### src/design/bstp_pkg.sv
// Package with the constants, states and carriers of the boundary-scan test port.
package bstp_pkg;
   localparam int BSTP_SYNC_STAGES = 2;
   localparam int BSTP_IR_WIDTH = 3;
   localparam int BSTP_ID_WIDTH = 32;
   // Instruction codes; all ones selects the bypass path as usual.
   localparam logic [BSTP_IR_WIDTH-1:0] BSTP_INSTR_IDCODE = 3'h1;
   localparam logic [BSTP_IR_WIDTH-1:0] BSTP_INSTR_BYPASS = 3'h7;
   // Fixed pattern loaded into the instruction shifter on capture.
   localparam logic [BSTP_IR_WIDTH-1:0] BSTP_IR_CAPTURE = 3'h1;
   // Identification word; the value is arbitrary, bit zero set as required.
   localparam logic [BSTP_ID_WIDTH-1:0] BSTP_ID_VALUE = 32'h0000_0001;
   localparam logic [BSTP_ID_WIDTH-1:0] BSTP_ID_ZERO = 32'h0000_0000;

   typedef enum logic [3:0] {
      BSTP_TLR = 4'hF,
      BSTP_RTI = 4'hC,
      BSTP_SEL_DR = 4'h7,
      BSTP_CAP_DR = 4'h6,
      BSTP_SH_DR = 4'h2,
      BSTP_EX1_DR = 4'h1,
      BSTP_PAU_DR = 4'h3,
      BSTP_EX2_DR = 4'h0,
      BSTP_UPD_DR = 4'h5,
      BSTP_SEL_IR = 4'h4,
      BSTP_CAP_IR = 4'hE,
      BSTP_SH_IR = 4'hA,
      BSTP_EX1_IR = 4'h9,
      BSTP_PAU_IR = 4'hB,
      BSTP_EX2_IR = 4'h8,
      BSTP_UPD_IR = 4'hD
   } bstp_state_e;

   // Levels of the four test port inputs after the pull-ups are applied.
   typedef struct packed {
      logic reset;
      logic clock;
      logic mode;
      logic data;
   } bstp_pins_s;
endpackage : bstp_pkg

### src/design/bstp_test_port.sv
// Boundary-scan test access port sampled on the core clock.
`timescale 1ns/1ps
`default_nettype none

// Functional notes
// - Test reset forces the port controller to reset with no test clock edge.
// - Rising test reset enters identification mode with the identification path selected.
// - Test reset low restores normal operation; controller holds it low outside testing.
// - Mode select sampled on each test clock rise steers the sixteen states.
// - Serial input bits are captured on the test clock rising edge.
// - Serial output bits change on the test clock falling edge.
// - Undriven test reset, mode select and serial input read as high.
module bstp_test_port
   import bstp_pkg::*;
(
   input wire logic core_clk,
   input wire logic rstn,
   input wire logic test_port_reset,
   input wire logic test_port_reset_drive,
   input wire logic test_clock_in,
   input wire logic test_mode_select_in,
   input wire logic test_mode_select_drive,
   input wire logic test_serial_in,
   input wire logic test_serial_in_drive,
   output logic test_serial_out,
   output logic test_serial_out_oe,
   output logic test_mode_active,
   output logic id_path_selected,
   output bstp_state_e tap_state
);

   ////////////////////////////////////////////////////////////////////////////
   // Pull-ups and synchronisers.

   bstp_pins_s pin_level;
   bstp_pins_s sync_first;
   bstp_pins_s sync_second;
   bstp_pins_s sync_prev;
   logic tck_rise;
   logic tck_fall;
   logic port_hold;
   logic reset_rise;

   // A pin that nobody drives reads high, as its pull-up would make it.
   always_comb
   begin
      pin_level.reset = test_port_reset_drive ? test_port_reset : 1'b1;
      pin_level.mode = test_mode_select_drive ? test_mode_select_in : 1'b1;
      pin_level.data = test_serial_in_drive ? test_serial_in : 1'b1;
      pin_level.clock = test_clock_in;
   end

   // Two flip-flops settle each pin; the third stage only feeds the edge detectors.
   // Clearing all stages to low keeps a false test clock edge from following core reset.
   always_ff @(posedge core_clk)
   begin
      if (!rstn)
      begin
         sync_first <= '0;
         sync_second <= '0;
         sync_prev <= '0;
      end
      else
      begin
         sync_first <= pin_level;
         sync_second <= sync_first;
         sync_prev <= sync_second;
      end
   end

   assign tck_rise = sync_second.clock & ~sync_prev.clock;
   assign tck_fall = ~sync_second.clock & sync_prev.clock;
   // The port is held while the test reset is low, independent of the test clock.
   assign port_hold = ~rstn | ~sync_second.reset;
   // A rising test reset is what enters identification mode.
   assign reset_rise = sync_second.reset & ~sync_prev.reset;

   ////////////////////////////////////////////////////////////////////////////
   // Port controller state machine.

   // Transitions follow the test clock rise as seen on the core clock, so the
   // controller trails the pin by two to three core clocks.
   bstp_state_e next_state;

   always_comb
   begin
      next_state = tap_state;
      unique case (tap_state)
         BSTP_TLR: next_state = sync_second.mode ? BSTP_TLR : BSTP_RTI;
         BSTP_RTI: next_state = sync_second.mode ? BSTP_SEL_DR : BSTP_RTI;
         BSTP_SEL_DR: next_state = sync_second.mode ? BSTP_SEL_IR : BSTP_CAP_DR;
         BSTP_CAP_DR: next_state = sync_second.mode ? BSTP_EX1_DR : BSTP_SH_DR;
         BSTP_SH_DR: next_state = sync_second.mode ? BSTP_EX1_DR : BSTP_SH_DR;
         BSTP_EX1_DR: next_state = sync_second.mode ? BSTP_UPD_DR : BSTP_PAU_DR;
         BSTP_PAU_DR: next_state = sync_second.mode ? BSTP_EX2_DR : BSTP_PAU_DR;
         BSTP_EX2_DR: next_state = sync_second.mode ? BSTP_UPD_DR : BSTP_SH_DR;
         BSTP_UPD_DR: next_state = sync_second.mode ? BSTP_SEL_DR : BSTP_RTI;
         BSTP_SEL_IR: next_state = sync_second.mode ? BSTP_TLR : BSTP_CAP_IR;
         BSTP_CAP_IR: next_state = sync_second.mode ? BSTP_EX1_IR : BSTP_SH_IR;
         BSTP_SH_IR: next_state = sync_second.mode ? BSTP_EX1_IR : BSTP_SH_IR;
         BSTP_EX1_IR: next_state = sync_second.mode ? BSTP_UPD_IR : BSTP_PAU_IR;
         BSTP_PAU_IR: next_state = sync_second.mode ? BSTP_EX2_IR : BSTP_PAU_IR;
         BSTP_EX2_IR: next_state = sync_second.mode ? BSTP_UPD_IR : BSTP_SH_IR;
         BSTP_UPD_IR: next_state = sync_second.mode ? BSTP_SEL_DR : BSTP_RTI;
      endcase
   end

   // Holding the port wins over any test clock edge in the same core cycle.
   always_ff @(posedge core_clk)
   begin
      if (port_hold)
         tap_state <= BSTP_TLR;
      else if (tck_rise)
         tap_state <= next_state;
   end

   ////////////////////////////////////////////////////////////////////////////
   // Instruction path.

   logic [BSTP_IR_WIDTH-1:0] instr;
   logic [BSTP_IR_WIDTH-1:0] instr_shift;

   always_ff @(posedge core_clk)
   begin
      if (port_hold)
         instr_shift <= BSTP_IR_CAPTURE;
      else if (tck_rise && tap_state == BSTP_CAP_IR)
         instr_shift <= BSTP_IR_CAPTURE;
      else if (tck_rise && tap_state == BSTP_SH_IR)
         instr_shift <= {sync_second.data, instr_shift[BSTP_IR_WIDTH-1:1]};
   end

   // Any code other than identification selects the one-bit bypass path.
   always_ff @(posedge core_clk)
   begin
      if (port_hold)
         instr <= BSTP_INSTR_IDCODE;
      else if (tck_rise && tap_state == BSTP_TLR)
         instr <= BSTP_INSTR_IDCODE;
      else if (tck_rise && tap_state == BSTP_UPD_IR)
         instr <= instr_shift;
   end

   ////////////////////////////////////////////////////////////////////////////
   // Data paths: identification word and bypass bit.

   // The identification word loads on capture and leaves low bit first.
   // The shifter is cleared while the port is held.
   logic [BSTP_ID_WIDTH-1:0] id_shift;
   logic bypass_bit;
   logic id_sel;

   assign id_sel = (instr == BSTP_INSTR_IDCODE);

   always_ff @(posedge core_clk)
   begin
      if (port_hold)
      begin
         id_shift <= BSTP_ID_ZERO;
         bypass_bit <= 1'b0;
      end
      else if (tck_rise && tap_state == BSTP_CAP_DR)
      begin
         id_shift <= BSTP_ID_VALUE;
         bypass_bit <= 1'b0;
      end
      else if (tck_rise && tap_state == BSTP_SH_DR)
      begin
         if (id_sel)
            id_shift <= {sync_second.data, id_shift[BSTP_ID_WIDTH-1:1]};
         else
            bypass_bit <= sync_second.data;
      end
   end

   ////////////////////////////////////////////////////////////////////////////
   // Serial output, driven on the falling test clock edge.
   // Changing only after a falling edge leaves the bit settled for the next rising edge.
   // The bit keeps its last value while the enable is low, unless the port is held, which clears it to low.

   always_ff @(posedge core_clk)
   begin
      if (port_hold)
      begin
         test_serial_out <= 1'b0;
         test_serial_out_oe <= 1'b0;
      end
      else if (tck_fall)
      begin
         test_serial_out_oe <= (tap_state == BSTP_SH_DR) || (tap_state == BSTP_SH_IR);
         if (tap_state == BSTP_SH_IR)
            test_serial_out <= instr_shift[0];
         else if (tap_state == BSTP_SH_DR)
            test_serial_out <= id_sel ? id_shift[0] : bypass_bit;
      end
   end

   ////////////////////////////////////////////////////////////////////////////
   // Mode flags seen by the rest of the device.
   // Test mode lasts until the test reset goes low, which returns normal operation.

   always_ff @(posedge core_clk)
   begin
      if (port_hold)
         test_mode_active <= 1'b0;
      else if (reset_rise)
         test_mode_active <= 1'b1;
   end

   always_ff @(posedge core_clk)
   begin
      if (port_hold)
         id_path_selected <= 1'b0;
      else
         id_path_selected <= id_sel;
   end

endmodule : bstp_test_port
`default_nettype wire

### config.mk
export PLATFORM = sky130hd
export DESIGN_NAME = bstp_test_port
export DESIGN_NICKNAME = d
export VERILOG_FILES = /design/src/design/bstp_pkg.sv /design/src/design/bstp_test_port.sv
export SDC_FILE = /design/constraint.sdc
export NUM_CORES = 1
export LEC_CHECK = 0
export BUFFER_PORTS_ARGS = -buffer_cell sky130_fd_sc_hd__buf_2
export CAP_MARGIN = 25
export CORE_AREA = 2 2 52 91
export CTS_BUF_LIST = sky130_fd_sc_hd__clkbuf_4 sky130_fd_sc_hd__clkbuf_8 sky130_fd_sc_hd__clkbuf_16
export DETAILED_ROUTE_END_ITERATION = 12
export DIE_AREA = 0 0 54 93
export PLACE_DENSITY = 0.85
export SLEW_MARGIN = 10
export SYNTH_ARGS = -nofsm -noshare
export SYNTH_HDL_FRONTEND = slang
export SYNTH_SLANG_ARGS = --single-unit
### constraint.sdc
create_clock -name core_clk -period 2.05 [get_ports core_clk]
set_input_delay 0.205 -clock core_clk [delete_from_list [all_inputs] [get_ports core_clk]]
set_output_delay 0.205 -clock core_clk [all_outputs]
set_load 0.02 [all_outputs]
==> flow_summary.toml <==
[global_route]
track_usage_pct = 23.5
antenna_found_initial = 0
grt_max_degree = 26
grt_pass1_vias = 1908
grt_overflow = 0
grt_pass1_wl_um = 8750

[logic_synthesis]
synthCells = 268
synth_fp_nets = 277
synth-seq-cells = 57
synth_edf_count = 0
async_flop_share_pct = 0
ys_types = 39
ys_seq_area_share_pct = 48.1
yosysMostFrequentCell = "dfxtp_1"
synth_commonest_cells = "dfxtp_1, nand2_1, o21ai_0, a31oi_1, nor4b_1"
synth_area_leaders = "dfxtp_1, nand2_1, nor4b_1"
synth_top_area_cell = "dfxtp_1"
synth-main-ff-cell = "dfxtp_1"
ys_warn_count = 0
avgSynthCellArea_um2 = 8.85
synth_area_um2 = 2370
synth_top_area_share_pct = 48.1

[sta]
fin_ws_ps = 349
setup_viol = 0
whs_ps = 54.8
maxSlewViolCount = 0
slew_headroom_pct = 61.2
worst_slew_pin_slew_ps = 578
grt_setup_unrepaired = "false"
fin_crit_ps = 1700
fmax_mhz = 588
finalCritPeriodShare_pct = 83.0
final-hold-violation-count = 0
tns_ps = 0
fin_worst_skew_ps = 7.07

[finish]
layout-drive-gt1-share_pct = 18.0
postLayoutCellArea_um2 = 2730
insertedDiodeCount = 0
syn_to_final_growth_pct = 15.3
nets = 293
filler_cell_count = 360
post-route-util_pct = 63.2
stdcell_count = 340

[floorplanning]
die-area_um2 = 5020
row_count = 32
initial_utilization_pct = 54.8
core_um2 = 4320
ios = 17
die_w_um = 54
die_y_um = 93

[place]
place_congestion = 0.881
place_ws_ps = 386
dp_hpwl_um = 3160
dp_cells = 324
place_area_um2 = 2480
io_buffer_count = 16

[status]
outcome = "finished clean"

[worst_setup_path]
r2r_setup_slack_ps = 350
r2r-start = "tap_state[0]"
r2r-end = "id_shift[27]"
max_stage_delay_ps = 520
critical_path_peak_fanout = 14
worstSetupPathType = "register to register"
required_ps = 2250
cp_slowest_cell = "or3_1"
path_delay_family = "simple AND/OR/NAND/NOR gates"
cp_cell_sequence = "nand2b_1, or3_1, nor2_4, o22ai_1"
cp-start-kind = "register"
worstRegToRegCells = 4
worstPathArrival_ps = 1900
cp_num_buf_inv = 0
crit_path_end_kind = "register"

[clocking]
path_clk_slew_ps = 70
post_cts_buffers = 0
clk_path_buf_depth = 2
clock-sinks = 57
htree_levels = 3
cts_hold_buf = 0
cts-root-buf = "clkbuf_8"
post_cts_resized = 0
clk_latency_ps = 340
cts_made_buffers = 9
cts_tree = "built"

[power]
power_density_nw_per_um2 = 907
ir_worst_vdd_v = 0.000837
finalPower_mw = 2.48
leakage_nw = 0.970

[drt]
routed_via_density = 5.86
dr.first_iter.drc_count = 52
drtPass1Iterations = 4
drc = 0
wl_um = 5120
vias = 1992
post_drt_wl_per_cell_um = 15.1
antenna_left = 0

[min_path]
holdPathStages = 2
min_to = "sync_first[3]"
hold_path.class = "input pin to register"
min-delay-start = "test_port_reset_drive"

[flow_run]
cap_violations = 0
-- cells by family (layout without fill, tap and decap cells) --
family	Yosys count	in the layout	share of synthesized area [%]
simple gates	105	105	25.5
compound gates	71	71	17.5
flops	57	57	48.1
buf+inv	29	50	6.28
mux	6	6	2.59
-- cell type report --
cell class / instances / area (um^2) / area share (%)
clock buffers: 9 / 124 / 4.53
clock inverters: 7 / 125 / 4.58
inverters: 6 / 22.5 / 0.824
multi-input cells: 182 / 1090 / 39.7
flip-flops and latches: 57 / 1140 / 41.8
well taps: 51 / 63.8 / 2.34
repair buffers: 28 / 170 / 6.23
-- worst register-to-register path: cells and delay by family (launching register included) --
family	cells	cell delay [ps]
AND/OR/NAND/NOR	3	1040
flip-flops	1	370
AO/OA/AOI/OAI	1	150
-- where the power goes --
group | leakage, nW | switching, mW | internal (mW)
Clock | 0.125 | 0.480 | 0.821
Sequential | 0.462 | 0.00647 | 1.12
Combinational | 0.383 | 0.0320 | 0.0204
-- worst max path at each step --
stage / from / to / slack, ps / depth (start not counted)
3_5_place_dp: tap_state[0] / id_shift[2] / 390 / 5
5_1_grt: tap_state[3] / instr_shift[0] / 150 / 4
3_3_place_gp: tap_state[0] / id_shift[1] / 410 / 5
4_1_cts: tap_state[0] / id_shift[27] / 330 / 4
2_1_floorplan: tap_state[0] / id_shift[12] / 300 / 7
6_report: tap_state[0] / id_shift[27] / 350 / 4
-- metal layers --
layer,vias to the layer above,track usage (%),share of wire [%]
li1,990,-,-
met1,946,27.1,39
met2,50,39.7,56
met3,6,5.43,3.5
met4,0,10.6,1.5
met5,-,0,0
-- flip-flops by register name, summed over array words and instances (netlist names) --
name / cells
test_mode_active: 1
bypass_bit: 1
instr: 3
id_path_selected: 1
sync_first: 4
sync_prev: 2
instr_shift: 3
sync_second: 4
tap_state: 4
test_serial_out_oe: 1
id_shift: 32
test_serial_out: 1
-- cell usage in the layout (no fill, tap or decap), drive strengths merged --
| cell type | count |
|---|---|
| dfxtp | 57 |
| nand2 | 42 |
| buf | 28 |
| o21ai | 26 |
| a31oi | 19 |
| nor4b | 17 |
| o22ai | 14 |
| nor2 | 12 |
| clkbuf | 9 |
| inv | 9 |
| and2 | 6 |
| nand2b | 6 |
| mux2i | 5 |
| nor2b | 5 |
| nor3 | 5 |
| a21oi | 5 |
| nor3b | 4 |
| a21boi | 3 |
| bufinv | 3 |
| nor4 | 2 |
| or3b | 1 |
| or3 | 1 |
| a211oi | 1 |
| nand4b | 1 |
| nand3b | 1 |
| mux2 | 1 |
| o31ai | 1 |
| a21o | 1 |
| or4b | 1 |
| nand3 | 1 |
| a32oi | 1 |
| clkinv | 1 |
Power figures use the tool's default switching activity.
